## config.mk

```make
export PLATFORM = sky130hd
export DESIGN_NAME = fcp_host
export DESIGN_NICKNAME = d
export VERILOG_FILES = /design/src/shared/fcp_pkg.sv /design/src/design/fcp_host.sv
export SDC_FILE = /design/constraint.sdc
export NUM_CORES = 1
export LEC_CHECK = 0
export BUFFER_PORTS_ARGS = -buffer_cell sky130_fd_sc_hd__buf_4
export CAP_MARGIN = 20
export CELL_PAD_IN_SITES_DETAIL_PLACEMENT = 1
export CELL_PAD_IN_SITES_GLOBAL_PLACEMENT = 1
export CORE_MARGIN = 3
export CORE_UTILIZATION = 50
export DETAILED_ROUTE_END_ITERATION = 8
export GPL_TIMING_DRIVEN = 0
export PLACE_DENSITY = 0.84
export REMOVE_ABC_BUFFERS = 1
export SYNTH_ARGS = -nofsm -noshare
export SYNTH_HDL_FRONTEND = slang
export SYNTH_SLANG_ARGS = --single-unit
```

## constraint.sdc

```tcl
create_clock -name i_ref_clk -period 8.52 [get_ports i_ref_clk]
set_input_delay 1.704 -clock i_ref_clk [delete_from_list [all_inputs] [get_ports i_ref_clk]]
set_output_delay 1.704 -clock i_ref_clk [all_outputs]
set_load 0.05 [all_outputs]
```

## src/shared/fcp_pkg.sv

```systemverilog
// Constants and types for the flash command host controller
package fcp_pkg;
	localparam int unsigned CLK_PERIOD_PS = 5000;
	localparam int unsigned T_SETUP_NS    = 10;
	localparam int unsigned T_WPULSE_NS   = 35;
	localparam int unsigned T_ACCESS_NS   = 70;
	localparam int unsigned T_HOLD_NS     = 10;
	localparam int unsigned SYNC_STAGES   = 2;
	// Least times, rounded up to whole cycles
	localparam int unsigned SETUP_CYC = (T_SETUP_NS * 1000 + CLK_PERIOD_PS - 1) / CLK_PERIOD_PS;
	localparam int unsigned WPULSE_CYC = (T_WPULSE_NS * 1000 + CLK_PERIOD_PS - 1) / CLK_PERIOD_PS;
	localparam int unsigned RPULSE_CYC =
		(T_ACCESS_NS * 1000 + CLK_PERIOD_PS - 1) / CLK_PERIOD_PS + SYNC_STAGES;
	localparam int unsigned HOLD_CYC = (T_HOLD_NS * 1000 + CLK_PERIOD_PS - 1) / CLK_PERIOD_PS;

	// Software register map (word index on the plain port)
	localparam logic [4:0] REG_CMD    = 5'h00;
	localparam logic [4:0] REG_ADDR   = 5'h01;
	localparam logic [4:0] REG_DATA   = 5'h02;
	localparam logic [4:0] REG_STATUS = 5'h03;
	localparam logic [4:0] REG_RESULT = 5'h04;
	localparam logic       REG_BUF_HI = 1'h1;
	localparam int unsigned ST_ERR_BIT = 0;

	// Flash bus patterns
	localparam logic [21:0] UNLOCK_A1   = 22'h000555;
	localparam logic [21:0] UNLOCK_A2   = 22'h0002aa;
	localparam logic [21:0] QUERY_ADDR  = 22'h000055;
	localparam logic [15:0] UNLOCK_D1   = 16'h00aa;
	localparam logic [15:0] UNLOCK_D2   = 16'h0055;
	localparam logic [15:0] OP_RESET    = 16'h00f0;
	localparam logic [15:0] OP_AUTOSEL  = 16'h0090;
	localparam logic [15:0] OP_PROGRAM  = 16'h00a0;
	localparam logic [15:0] OP_BUF_LOAD = 16'h0025;
	localparam logic [15:0] OP_BUF_GO   = 16'h0029;
	localparam logic [15:0] OP_BYPASS   = 16'h0020;
	localparam logic [15:0] OP_ERASE    = 16'h0080;
	localparam logic [15:0] OP_CHIP     = 16'h0010;
	localparam logic [15:0] OP_SECTOR   = 16'h0030;
	localparam logic [15:0] OP_SUSPEND  = 16'h00b0;
	localparam logic [15:0] OP_RESUME   = 16'h0030;
	localparam logic [15:0] OP_QUERY    = 16'h0098;
	localparam logic [15:0] OP_EXIT2    = 16'h0000;
	localparam logic [21:0] ID_LOC0     = 22'h000001;
	localparam logic [21:0] ID_LOC1     = 22'h00000e;
	localparam logic [21:0] ID_LOC2     = 22'h00000f;
	localparam logic [14:0] VERIFY_LOC  = 15'h0002;
	localparam int unsigned SECTOR_LSB  = 15;
	localparam int unsigned PAGE_LSB    = 4;
	localparam int unsigned LIMIT_BIT   = 5;

	typedef enum logic [4:0] {
		C_READ = 5'h00, C_RESET = 5'h01, C_ID = 5'h02, C_VERIFY = 5'h03,
		C_PROGRAM = 5'h04, C_BUFFER = 5'h05, C_ABORT = 5'h06, C_BYP_ENTER = 5'h07,
		C_BYP_PROG = 5'h08, C_BYP_EXIT = 5'h09, C_SECT_ERASE = 5'h0a,
		C_CHIP_ERASE = 5'h0b, C_SUSPEND = 5'h0c, C_RESUME = 5'h0d, C_QUERY = 5'h0e,
		C_PROT_ENTER = 5'h0f, C_PROT_CMD = 5'h10, C_PROT_EXIT = 5'h11,
		C_PROT_READ = 5'h12
	} fcp_cmd_t;

	typedef enum logic [3:0] {
		S_IDLE = 4'h1, S_SETUP = 4'h2, S_PULSE = 4'h4, S_HOLD = 4'h8
	} fcp_fsm_t;

	typedef struct packed {
		logic        rd;
		logic [21:0] addr;
		logic [15:0] data;
	} fcp_cyc_t;

	typedef struct packed {
		logic        ce_n;
		logic        we_n;
		logic        oe_n;
		logic        dq_oe;
		logic [21:0] addr;
		logic [15:0] dq;
	} fcp_pins_t;
endpackage

```

## src/design/fcp_host.sv

```systemverilog
// Host controller that sequences command cycles onto a parallel NOR flash
// Function
// - Reset command leaves autoselect or recovers errors
// - Autoselect fourth cycle is a read, upper byte ignored (host keeps the whole word in the verify result)
// - Device identification read as three separate reads
// - Buffer locations stay within starting page
// - Word count is locations minus one
// - Buffer sequence at most 21 bus cycles
// - Bypass program only after bypass entry
// - Bypass left only by bypass reset
// - Protection sets entered with three writes, selector
// - Persistent bit programmed by A0 then 00 to sector
// - Protection set must be left by exit sequence (host also clears its protection flag on the reset command)
// - Bad command order needs reset command afterwards
//
// Local design decisions: the address-and-strobe port and the address map.
`timescale 1ns/1ps
`default_nettype none
module fcp_host (
	input  wire logic              i_ref_clk,
	input  wire logic              i_rstn,
	input  wire logic [4:0]        i_reg_addr,
	input  wire logic [31:0]       i_reg_wdata,
	input  wire logic              i_reg_wr,
	input  wire logic              i_reg_rd,
	output logic [31:0]            o_reg_rdata,
	output logic                   o_busy,
	output fcp_pkg::fcp_pins_t     o_flash,
	input  wire logic [15:0]       i_dq_in
);
	typedef struct packed {
		fcp_pkg::fcp_fsm_t    fsm;
		fcp_pkg::fcp_cmd_t    cmd;
		logic [4:0]           step;
		logic [4:0]           cnt;
		logic [21:0]          addr;
		logic [15:0]          data;
		logic [3:0]           count;
		logic [15:0][15:0]    buffer;
		logic                 bypass;
		logic                 prot;
		logic                 err;
		logic                 limit;
		logic [23:0]          result;
		logic [15:0]          dq_s1;
		logic [15:0]          dq_s2;
		logic [31:0]          rdata;
		logic                 busy;
		fcp_pkg::fcp_pins_t   pins;
	} fcp_state_t;

	fcp_state_t st_reg;
	fcp_state_t st_next;

	// Index of the final bus cycle of each command
	function automatic logic [4:0] last_step(fcp_pkg::fcp_cmd_t c, logic [3:0] n);
		unique case (c)
			fcp_pkg::C_ID:         last_step = 5'h06;
			fcp_pkg::C_VERIFY:     last_step = 5'h04;
			fcp_pkg::C_PROGRAM:    last_step = 5'h03;
			fcp_pkg::C_BUFFER:     last_step = 5'h05 + {1'b0, n};
			fcp_pkg::C_ABORT,
			fcp_pkg::C_BYP_ENTER,
			fcp_pkg::C_PROT_ENTER: last_step = 5'h02;
			fcp_pkg::C_BYP_PROG,
			fcp_pkg::C_BYP_EXIT,
			fcp_pkg::C_PROT_CMD,
			fcp_pkg::C_PROT_EXIT:  last_step = 5'h01;
			fcp_pkg::C_SECT_ERASE,
			fcp_pkg::C_CHIP_ERASE: last_step = 5'h05;
			default:               last_step = 5'h00;
		endcase
	endfunction

	// Commands the flash will take in the current mode
	function automatic logic cmd_ok(fcp_pkg::fcp_cmd_t c, logic byp, logic prt);
		logic p_cmd;
		logic b_cmd;
		p_cmd = (c == fcp_pkg::C_PROT_CMD) || (c == fcp_pkg::C_PROT_EXIT)
			|| (c == fcp_pkg::C_PROT_READ);
		b_cmd = (c == fcp_pkg::C_BYP_PROG) || (c == fcp_pkg::C_BYP_EXIT);
		if (prt) begin
			cmd_ok = p_cmd || (c == fcp_pkg::C_RESET);
		end else if (byp) begin
			cmd_ok = b_cmd || (c == fcp_pkg::C_READ);
		end else begin
			// Codes past the table would run a stray unlock cycle
			cmd_ok = !p_cmd && !b_cmd && (c <= fcp_pkg::C_PROT_READ);
		end
	endfunction

	// Address, data and direction of one bus cycle
	function automatic fcp_pkg::fcp_cyc_t cycle(fcp_pkg::fcp_cmd_t c, logic [4:0] s,
			logic [21:0] a, logic [15:0] d, logic [3:0] n, logic [15:0][15:0] b);
		fcp_pkg::fcp_cyc_t y;
		logic [3:0] idx;
		logic [21:0] sa;
		idx = s[3:0] - 4'h4;
		sa = {a[21:fcp_pkg::SECTOR_LSB], 15'h0000};
		y.rd = 1'b0;
		y.addr = (s == 5'h00) ? fcp_pkg::UNLOCK_A1 : fcp_pkg::UNLOCK_A2;
		y.data = (s == 5'h00) ? fcp_pkg::UNLOCK_D1 : fcp_pkg::UNLOCK_D2;
		unique case (c)
			fcp_pkg::C_READ, fcp_pkg::C_PROT_READ: begin
				y.rd = 1'b1;
				y.addr = a;
			end
			fcp_pkg::C_RESET: y.data = fcp_pkg::OP_RESET;
			fcp_pkg::C_ID, fcp_pkg::C_VERIFY: begin
				if (s == 5'h02) begin
					y.addr = fcp_pkg::UNLOCK_A1;
					y.data = fcp_pkg::OP_AUTOSEL;
				end else if (s == last_step(c, n)) begin
					y.data = fcp_pkg::OP_RESET;
				end else if (s > 5'h02) begin
					y.rd = 1'b1;
					if (c == fcp_pkg::C_VERIFY) begin
						y.addr = {a[21:fcp_pkg::SECTOR_LSB], fcp_pkg::VERIFY_LOC};
					end else if (s == 5'h03) begin
						y.addr = fcp_pkg::ID_LOC0;
					end else begin
						y.addr = (s == 5'h04) ? fcp_pkg::ID_LOC1 : fcp_pkg::ID_LOC2;
					end
				end
			end
			fcp_pkg::C_PROGRAM, fcp_pkg::C_ABORT, fcp_pkg::C_BYP_ENTER,
			fcp_pkg::C_PROT_ENTER: begin
				if (s == 5'h02) begin
					y.addr = fcp_pkg::UNLOCK_A1;
					unique case (c)
						fcp_pkg::C_PROGRAM:   y.data = fcp_pkg::OP_PROGRAM;
						fcp_pkg::C_ABORT:     y.data = fcp_pkg::OP_RESET;
						fcp_pkg::C_BYP_ENTER: y.data = fcp_pkg::OP_BYPASS;
						default:              y.data = {8'h00, d[7:0]};
					endcase
				end else if (s == 5'h03) begin
					y.addr = a;
					y.data = d;
				end
			end
			fcp_pkg::C_BUFFER: begin
				if (s == 5'h02 || s == 5'h03) begin
					y.addr = sa;
					y.data = (s == 5'h02) ? fcp_pkg::OP_BUF_LOAD : {12'h000, n};
				end else if (s == last_step(c, n)) begin
					y.addr = sa;
					y.data = fcp_pkg::OP_BUF_GO;
				end else if (s > 5'h03) begin
					// Offset wraps inside the page, never into the next one
					y.addr = {a[21:fcp_pkg::PAGE_LSB], a[3:0] + idx};
					y.data = b[idx];
				end
			end
			fcp_pkg::C_BYP_PROG, fcp_pkg::C_PROT_CMD: begin
				y.addr = (s == 5'h00) ? fcp_pkg::UNLOCK_A1 : a;
				y.data = (s == 5'h00) ? fcp_pkg::OP_PROGRAM : d;
			end
			fcp_pkg::C_BYP_EXIT, fcp_pkg::C_PROT_EXIT: begin
				y.data = (s == 5'h00) ? fcp_pkg::OP_AUTOSEL : fcp_pkg::OP_EXIT2;
			end
			fcp_pkg::C_SECT_ERASE, fcp_pkg::C_CHIP_ERASE: begin
				if (s == 5'h02) begin
					y.addr = fcp_pkg::UNLOCK_A1;
					y.data = fcp_pkg::OP_ERASE;
				end else if (s == 5'h03) begin
					y.data = fcp_pkg::UNLOCK_D1;
					y.addr = fcp_pkg::UNLOCK_A1;
				end else if (s == 5'h05) begin
					y.addr = (c == fcp_pkg::C_SECT_ERASE) ? sa : fcp_pkg::UNLOCK_A1;
					y.data = (c == fcp_pkg::C_SECT_ERASE) ? fcp_pkg::OP_SECTOR
						: fcp_pkg::OP_CHIP;
				end
			end
			fcp_pkg::C_SUSPEND: y.data = fcp_pkg::OP_SUSPEND;
			fcp_pkg::C_RESUME:  y.data = fcp_pkg::OP_RESUME;
			fcp_pkg::C_QUERY: begin
				y.addr = fcp_pkg::QUERY_ADDR;
				y.data = fcp_pkg::OP_QUERY;
			end
			default: y.rd = 1'b0;
		endcase
		cycle = y;
	endfunction

	fcp_pkg::fcp_cyc_t cur;
	logic              last;
	fcp_pkg::fcp_cmd_t new_cmd;

	always_comb begin
		cur = cycle(st_reg.cmd, st_reg.step, st_reg.addr, st_reg.data, st_reg.count,
			st_reg.buffer);
		last = (st_reg.step == last_step(st_reg.cmd, st_reg.count));
		new_cmd = fcp_pkg::fcp_cmd_t'(i_reg_wdata[4:0]);
		st_next = st_reg;
		st_next.dq_s1 = i_dq_in;
		st_next.dq_s2 = st_reg.dq_s1;
		st_next.rdata = 32'h0000_0000;
		if (i_reg_rd) begin
			unique case (i_reg_addr)
				fcp_pkg::REG_ADDR:   st_next.rdata = {10'h000, st_reg.addr};
				fcp_pkg::REG_DATA:   st_next.rdata = {16'h0000, st_reg.data};
				fcp_pkg::REG_STATUS: st_next.rdata = {27'h0000000, st_reg.limit,
					st_reg.prot, st_reg.bypass, st_reg.busy, st_reg.err};
				fcp_pkg::REG_RESULT: st_next.rdata = {8'h00, st_reg.result};
				default: st_next.rdata = 32'h0000_0000;
			endcase
		end
		if (i_reg_wr) begin
			if (i_reg_addr[4] == fcp_pkg::REG_BUF_HI) begin
				st_next.buffer[i_reg_addr[3:0]] = i_reg_wdata[15:0];
			end else if (i_reg_addr == fcp_pkg::REG_ADDR) begin
				st_next.addr = i_reg_wdata[21:0];
			end else if (i_reg_addr == fcp_pkg::REG_DATA) begin
				st_next.data = i_reg_wdata[15:0];
			end else if (i_reg_addr == fcp_pkg::REG_STATUS
					&& i_reg_wdata[fcp_pkg::ST_ERR_BIT]) begin
				st_next.err = 1'b0;
			end else if (i_reg_addr == fcp_pkg::REG_CMD) begin
				// Refused orders only raise the sticky error flag
				if (st_reg.busy || !cmd_ok(new_cmd, st_reg.bypass, st_reg.prot)) begin
					st_next.err = 1'b1;
				end else begin
					st_next.cmd = new_cmd;
					st_next.count = i_reg_wdata[11:8];
					st_next.step = 5'h00;
					st_next.busy = 1'b1;
					st_next.fsm = fcp_pkg::S_SETUP;
					// First setup cycle still has select high, so count one more
					st_next.cnt = 5'(fcp_pkg::SETUP_CYC);
				end
			end
		end
		unique case (st_reg.fsm)
			fcp_pkg::S_IDLE: begin
				st_next.pins.ce_n = 1'b1;
			end
			fcp_pkg::S_SETUP: begin
				st_next.pins.ce_n = 1'b0;
				st_next.pins.addr = cur.addr;
				st_next.pins.dq = cur.data;
				st_next.pins.dq_oe = !cur.rd;
				st_next.cnt = st_reg.cnt - 5'h01;
				if (st_reg.cnt == 5'h00) begin
					st_next.fsm = fcp_pkg::S_PULSE;
					st_next.pins.we_n = cur.rd;
					st_next.pins.oe_n = !cur.rd;
					st_next.cnt = cur.rd ? 5'(fcp_pkg::RPULSE_CYC - 1)
						: 5'(fcp_pkg::WPULSE_CYC - 1);
				end
			end
			fcp_pkg::S_PULSE: begin
				st_next.cnt = st_reg.cnt - 5'h01;
				if (st_reg.cnt == 5'h00) begin
					// Write strobe rises first; data stays put through hold
					st_next.pins.we_n = 1'b1;
					st_next.pins.oe_n = 1'b1;
					st_next.fsm = fcp_pkg::S_HOLD;
					st_next.cnt = 5'(fcp_pkg::HOLD_CYC - 1);
					if (cur.rd) begin
						st_next.limit = st_reg.dq_s2[fcp_pkg::LIMIT_BIT];
						if (st_reg.cmd == fcp_pkg::C_ID) begin
							st_next.result = {st_reg.result[15:0], st_reg.dq_s2[7:0]};
						end else begin
							st_next.result = {8'h00, st_reg.dq_s2};
						end
					end
				end
			end
			fcp_pkg::S_HOLD: begin
				st_next.cnt = st_reg.cnt - 5'h01;
				if (st_reg.cnt == 5'h00) begin
					st_next.pins.ce_n = 1'b1;
					st_next.pins.dq_oe = 1'b0;
					st_next.step = st_reg.step + 5'h01;
					st_next.fsm = fcp_pkg::S_SETUP;
					st_next.cnt = 5'(fcp_pkg::SETUP_CYC);
					if (last) begin
						st_next.fsm = fcp_pkg::S_IDLE;
						st_next.busy = 1'b0;
						if (st_reg.cmd == fcp_pkg::C_BYP_ENTER) st_next.bypass = 1'b1;
						if (st_reg.cmd == fcp_pkg::C_BYP_EXIT) st_next.bypass = 1'b0;
						if (st_reg.cmd == fcp_pkg::C_PROT_ENTER) st_next.prot = 1'b1;
						if (st_reg.cmd == fcp_pkg::C_PROT_EXIT) st_next.prot = 1'b0;
						if (st_reg.cmd == fcp_pkg::C_RESET) st_next.prot = 1'b0;
					end
				end
			end
		endcase
	end

	always_ff @(posedge i_ref_clk) begin
		if (!i_rstn) begin
			st_reg <= '0;
			st_reg.fsm <= fcp_pkg::S_IDLE;
			st_reg.cmd <= fcp_pkg::C_READ;
			st_reg.pins.ce_n <= 1'b1;
			st_reg.pins.we_n <= 1'b1;
			st_reg.pins.oe_n <= 1'b1;
		end else begin
			st_reg <= st_next;
		end
	end

	assign o_reg_rdata = st_reg.rdata;
	assign o_busy = st_reg.busy;
	assign o_flash = st_reg.pins;

	logic in_buf_word;
	assign in_buf_word = st_reg.cmd == fcp_pkg::C_BUFFER && st_reg.step > 5'h03 && !last;

	a_buf_length: assert property (@(posedge i_ref_clk) disable iff (!i_rstn)
		st_reg.busy && st_reg.cmd == fcp_pkg::C_BUFFER |-> st_reg.step <= 5'd20)
		else $error("buffer sequence exceeds 21 cycles");
	a_buf_page: assert property (@(posedge i_ref_clk) disable iff (!i_rstn)
		!o_flash.we_n && in_buf_word |-> o_flash.addr[21:4] == st_reg.addr[21:4])
		else $error("buffer location outside page");
	a_word_count: assert property (@(posedge i_ref_clk) disable iff (!i_rstn)
		!o_flash.we_n && st_reg.cmd == fcp_pkg::C_BUFFER && st_reg.step == 5'h03
		|-> o_flash.dq == {12'h000, st_reg.count})
		else $error("word count field wrong");
	a_bypass_gate: assert property (@(posedge i_ref_clk) disable iff (!i_rstn)
		$rose(st_reg.busy) && st_reg.cmd == fcp_pkg::C_BYP_PROG |-> st_reg.bypass)
		else $error("bypass program outside bypass mode");
	a_bypass_leave: assert property (@(posedge i_ref_clk) disable iff (!i_rstn)
		$fell(st_reg.bypass) |-> $past(st_reg.cmd) == fcp_pkg::C_BYP_EXIT && $fell(st_reg.busy))
		else $error("bypass left without bypass reset");
	a_prot_leave: assert property (@(posedge i_ref_clk) disable iff (!i_rstn)
		$fell(st_reg.prot) |-> $past(st_reg.cmd) == fcp_pkg::C_PROT_EXIT
		|| $past(st_reg.cmd) == fcp_pkg::C_RESET)
		else $error("protection set left without exit");
	a_entry_code: assert property (@(posedge i_ref_clk) disable iff (!i_rstn)
		!o_flash.we_n && st_reg.cmd == fcp_pkg::C_PROT_ENTER && st_reg.step == 5'h02
		|-> o_flash.addr == fcp_pkg::UNLOCK_A1 && o_flash.dq[7:0] == st_reg.data[7:0])
		else $error("protection entry selector wrong");
	a_auto_reset: assert property (@(posedge i_ref_clk) disable iff (!i_rstn)
		$fell(st_reg.busy) && ($past(st_reg.cmd) == fcp_pkg::C_ID
		|| $past(st_reg.cmd) == fcp_pkg::C_VERIFY) |-> $past(o_flash.dq, 3) == fcp_pkg::OP_RESET)
		else $error("autoselect not closed by reset command");
	a_write_pulse: assert property (@(posedge i_ref_clk) disable iff (!i_rstn)
		$fell(o_flash.we_n) |-> (!o_flash.we_n)[*7] ##1 o_flash.we_n ##1 $stable(o_flash.dq))
		else $error("write pulse width or data hold wrong");
	a_read_float: assert property (@(posedge i_ref_clk) disable iff (!i_rstn)
		!o_flash.oe_n |-> !o_flash.dq_oe && o_flash.we_n)
		else $error("host drives data during read");

	c_buffer_done: cover property (@(posedge i_ref_clk) disable iff (!i_rstn)
		$fell(st_reg.busy) && st_reg.cmd == fcp_pkg::C_BUFFER);
	c_id_read: cover property (@(posedge i_ref_clk) disable iff (!i_rstn)
		$fell(st_reg.busy) && st_reg.cmd == fcp_pkg::C_ID);
	c_prot_entry: cover property (@(posedge i_ref_clk) disable iff (!i_rstn)
		$rose(st_reg.prot));
	c_bypass_prog: cover property (@(posedge i_ref_clk) disable iff (!i_rstn)
		$fell(st_reg.busy) && st_reg.cmd == fcp_pkg::C_BYP_PROG);
endmodule // fcp_host
`default_nettype wire

```

; Yosys cells after proc, flatten, opt, wreduce, memory -nomap -nowiden
; Index checks and enable logic that the tools add are counted.
; W data, S select, Z words.
[classes]
shifts = 0
n_div = 0
muxes = 98
magnitude_cmp = 6
n_eq_ne = 47
n_bitwise = 5
mul = 0
n_addsub = 5
reduce_logical = 50
[op_table]
columns = op, count
row1 = $mux W38, 9
row2 = $mux W317, 1
row3 = $bwmux W256, 1
row4 = $mux W256, 1
row5 = $pmux W16 S10, 1
row6 = $pmux W22 S7, 1
row7 = $pmux W24 S4, 1
row8 = $mux W19, 5
row9 = $mux W22, 4
row10 = $bmux W16 S4, 1
row11 = $demux W16 S4, 1
row12 = $mux W16, 4
row13 = $mux W61, 1
row14 = $eq A5 B4 Y1 const B, 10
row15 = $mux W23, 2
row16 = $mux W4, 9
row17 = $eq A5 B3 Y1 const B, 7
row18 = $mux W5, 7
row19 = $pmux W5 S7, 1
row20 = $eq A5 B2 Y1 const B, 6
row21 = $eq A5 B5 Y1 const B, 6
row22 = $mux W1, 28
row23 = $logic_not A5 Y1, 5
row24 = $mux W24, 1
row25 = 44 further kinds, 98
[totals]
ff_bits = 452
word_cells = 249
latchBits = 0
input_bits = 57
mem_count = 0
out_inout_bits = 75
mem_bits_rw = 0
romBits = 0

; Logic depth before layout (Yosys ltp)
[logic_depth]
word_depth = 26
depth_mapped = 14
ltp_nobuf = 9

; Worst setup path before layout
; Ideal clock, no wire load.
[synth_timing]
path_kind = input -> register
startpoint = in i_reg_wr
endpoint = reg with a tool-made name
arrival_ns = 3.316
stages = 7
path_buffers = 2
setup_time_ns = 0.070
slack_ns = 5.134
required_time_ns = 8.450
path_cell_list = clkbuf_1 -> nand2_1 -> or2_2 -> nor3_1 -> clkbuf_1 -> nand2_1 -> a21oi_1
[synth_lines]
columns = item, line
row1 = start: declaration, fcp_host.sv:24  ; input wire logic i_reg_wr,

; Worst setup path after layout
[layout_timing]
startpoint = reg st_reg[445] in the netlist's numbering
endpoint = reg st_reg, in the netlist o_flash[35]
[layout_via]
elab_chain_cells = 9
elab_cells_between_ends = 36
classes_between = eq/ne: 16 / mux: 12 / reduce/logical: 8
[layout_lines]
columns = item, line
row1 = start: declaration, fcp_host.sv:52  ; fcp_state_t st_reg;
row2 = start signal: assignment, fcp_host.sv:300  ; st_reg <= st_next;
row3 = $eq A5 B4 Y1 (tied with other cells), fcp_host.sv:57  ; unique case (c)
row4 = $reduce_or A4 Y1 (tied with other cells), fcp_host.sv:57
row5 = $pmux W5 S7, fcp_host.sv:57
row6 = $mux W5, fcp_host.sv:110  ; if (s == 5'h02) begin
row7 = $mux W5, fcp_host.sv:103  ; unique case (c)
row8 = $eq A5 B5 Y1, fcp_host.sv:113  ; end else if (s == last_step(c, n)) begin
row9 = $mux W23, fcp_host.sv:113
row10 = $mux W38, fcp_host.sv:110
row11 = $pmux W22 S7 *, fcp_host.sv:103
; Every way passes the cells marked *; elsewhere a longest branch is shown, timed or not. The select of a mux whose other input is x is not followed.
; A chain may end at the register's enable or synchronous reset.

==> results list <==
- The flow ran to the end, and the final reports show no timing, DRC or antenna violations.
- Critical path class: flop to flop
- Across every metal layer, demand over resource in global routing totals between 30% and 40%.
- The number of antenna violations at the first check in global routing was 0.
- Of the synthesized area, sequential elements account for 44.4%.
- In the synthesized netlist the async set-or-reset flop fraction comes to 0%.
- Remaining antenna violation count after routing: 0
* Post-route standard cell area excluding fillers: 22100 µm²
- At the placement stage, the worst setup path has a slack of between 3 and 4 ns.
- Setup repair after global routing missed its margin: no
* Total number of vias: between 15000 and 20000
- The worst register-to-register path has a depth of 7.
- Post-synthesis sequential element count: between 400 and 500
* Most common cell after layout, fill and taps aside: sky130_fd_sc_hd__nand2_1
* Commonest cells after routing, fill and taps aside: 686 x sky130_fd_sc_hd__nand2_1, 441 x sky130_fd_sc_hd__dfxtp_1, 346 x sky130_fd_sc_hd__a21oi_1
* Fraction of layout instances using a drive strength above 1: approximately 14%
- Chip Height: around 210 µm
- Number of buffers inserted during clock tree synthesis: 46
- Pins over their slew limit: 0
- Area of the core region: 39100 µm²
- Boundary pin count: approximately 130
- Number of standard cells after synthesis: ~2400
- Detailed-route DRC error count: 0
- The floorplan has just over 70 rows.
- Once routing completed, OpenROAD measured the worst setup slack at between 4 and 5 ns.
- The clock reaches the later pin of the worst-skew pair after ~0.60 ns.
- Class of the worst hold path: flop to flop
- Max Fanout on Critical Path: 19
* Final critical-path required period: between 4 and 5 ns
- CTS saw between 400 and 500 sinks.
- The final critical path takes up just under 50% of the cycle.
- EDFF count, synth: 0
- At the worst endpoint, the arrival time is approximately 4.6 ns.
- TritonCTS built the clock tree.
* Die span in x: between 200 and 250 µm
- Portion of synthesized cell area occupied by the leading cell type: between 40% and 50%
- Once layout is complete, the cells apart from fillers number just under 3000.
- Summed instance area of the synthesized netlist: around 20000 µm²
* Final Hold Slack: about 0.43 ns
* Type of destination of the critical path: flop
* Total detailed-routing wirelength: between 70000 and 80000 µm
- For this design the ratio of total power to cell area is between 150 and 200 nW/µm².
- sky130_fd_sc_hd__dfxtp_1 takes more of the synthesized area than any other cell.
* Drt first pass iters: 6
- The number of different library cells used by synthesis comes to slightly above 80.
* Count of input and output buffers: roughly 110
* Crit Reg-Reg Startpoint: st_reg[445]
- In this run, placement finished with an instance count of 2811.
- For this run, the top clock speed supported by timing is around 240 MHz.
- Leakage: approximately 7.4 nW
- Final-stage net count: between 2000 and 2500
- Hold Crit Start: st_next[83]
- Gates resized during post-CTS repair numbered 0.
- Once layout is complete, the utilization of the core stands at a little under three fifths.
- DR iter-0 viols: roughly 1400
- Slew @ Worst Pin: around 1.2 ns
* CTS hold repair buffers: 0
- First-pass GRT wire length: 107000 µm
- On the final layout, the worst clock skew is around 0.023 ns.
- Data on the critical path is required at its endpoint by roughly 9 ns.
- The tool flagged a number of max-cap violations equal to 0.
- Buffers added to address setup during post-CTS repair amount to 0.
- FF-to-FF setup slack: roughly 4.4 ns
- Placed standard-cell area: roughly 21000 µm²
- Dividing the detail-routed wire length by the instance count gives 24.3 µm.
- Final hold violation count: 0
- Yosys warnings: 0
* RR Endpoint: o_flash[35]
* Worst rel slew slack: 19.6%
- Sum of negative setup slack: 0 ns
* Highest ir drop seen on vdd: around 0.00016 V
- Most used flip-flop cell after synthesis: sky130_fd_sc_hd__dfxtp_1
- Total power for the finished layout comes to 4.25 mW.
* Cell types with the largest area share after synthesis: sky130_fd_sc_hd__dfxtp_1 44%, sky130_fd_sc_hd__nand2_1 13%, sky130_fd_sc_hd__a21oi_1 8.7%
- Relative area change from synthesis to final layout: 10.7%
- Worst setup path startpoint: st_reg[445]
- The congestion estimate from routability-driven global placement came to around 0.9.
* Count of H-tree levels built during CTS: 2
- The initial utilization of the core area, before any placement, comes to about half.
- Setup violations remaining at the end of the flow were counted as 0.
- The average instance in the mapped netlist occupies roughly 8.3 µm².
- Library cell used as clock root buffer: sky130_fd_sc_hd__clkbuf_16
* Die ar.: 42400 µm²
- Largest net degree at the start of global routing: between 150 and 200
- In the routed layout, each cell is associated on average with a via count of between 6 and 7.
* Critical Path Start Type: flop
* Clock slew at the register clock pins of the worst setup and hold paths: roughly 0.060 ns
* Max clock buf depth: 3
- Timing endpoint of the critical path: o_flash[35]
- Global routing finished with a remaining overflow of 0.
* Antenna diodes: 0
- Placed wire-length estimate after detailed placement: 46600 µm
- The number of global-route vias before repair came to ~19000.
[where the power goes]
group	leakage, nW	switching, mW	internal (mW)
clock network	0.721	0.869	1.12
registers	3.58	0.00943	2.09
logic	3.08	0.122	0.0423
total	7.38	1.00	3.25
[cells by family (layout without fill, tap and decap cells)]
group           Yosys count  after routing  synth area share (%)
simple gates            994            994                  21.2
compound gates          568            568                  16.8
flops                   443            443                  44.4
buf+inv                 280            238                  6.89
mux                      92             92                  9.04
xor+xnor                 19             19                 0.832
fa+ha+maj                13             13                 0.851
other cells               1              8                0.0188
[how the worst min path moves through the flow]
stage / cells after the start / slack [ns] / endpoint
6_report: 1 / 0.43 / st_reg[83]
5_1_grt: 1 / 0.45 / st_reg[83]
4_1_cts: 1 / 0.44 / st_reg[78]
3_5_place_dp: 1 / 0.42 / st_reg[87]
3_3_place_gp: 1 / 0.41 / st_reg[80]
2_1_floorplan: 1 / 0.41 / st_reg[75]
[critical path, cell delays in order (launching register included)]
cell,delay (ns)
sky130_fd_sc_hd__dfxtp_1,0.75
sky130_fd_sc_hd__nor2b_1,0.80
sky130_fd_sc_hd__o21ai_1,0.53
sky130_fd_sc_hd__o31ai_2,0.96
sky130_fd_sc_hd__nor2_1,0.10
sky130_fd_sc_hd__o311ai_0,0.15
sky130_fd_sc_hd__o2111a_1,0.52
sky130_fd_sc_hd__a22o_1,0.23
[layout make-up]
class,count,area [µm²]
Sequential cell,443,8880
Clock inverter,14,119
Timing Repair Buffer,143,1250
Multi-Input combinational cell,1694,9840
Clock buffer,67,1340
Fill cell,4626,17000
Inverter,14,60.1
Tap cell,518,648
[metal layers]
layer  share of wire [%]  up-vias  global-route usage, %
li1                    -     8116                      -
met1                  41     9163                   41.2
met5                   0        -                      0
met2                  50      631                   56.8
met4                 3.2        0                   11.4
met3                 5.9      150                   4.38
[cells in the mapped netlist, types with 17 or more instances]
master                       n
sky130_fd_sc_hd__dfxtp_1   443
sky130_fd_sc_hd__o21ai_0    55
sky130_fd_sc_hd__a22oi_1    29
sky130_fd_sc_hd__a31oi_1    17
sky130_fd_sc_hd__nand3_1    35
sky130_fd_sc_hd__a21oi_1   346
sky130_fd_sc_hd__nor2_1    107
sky130_fd_sc_hd__buf_4      82
sky130_fd_sc_hd__mux4_2     70
sky130_fd_sc_hd__and2_1     37
sky130_fd_sc_hd__a211oi_1   17
sky130_fd_sc_hd__nand2_1   686
sky130_fd_sc_hd__clkbuf_1  161
sky130_fd_sc_hd__nor3_1     31
Power figures use the tool's default switching activity.
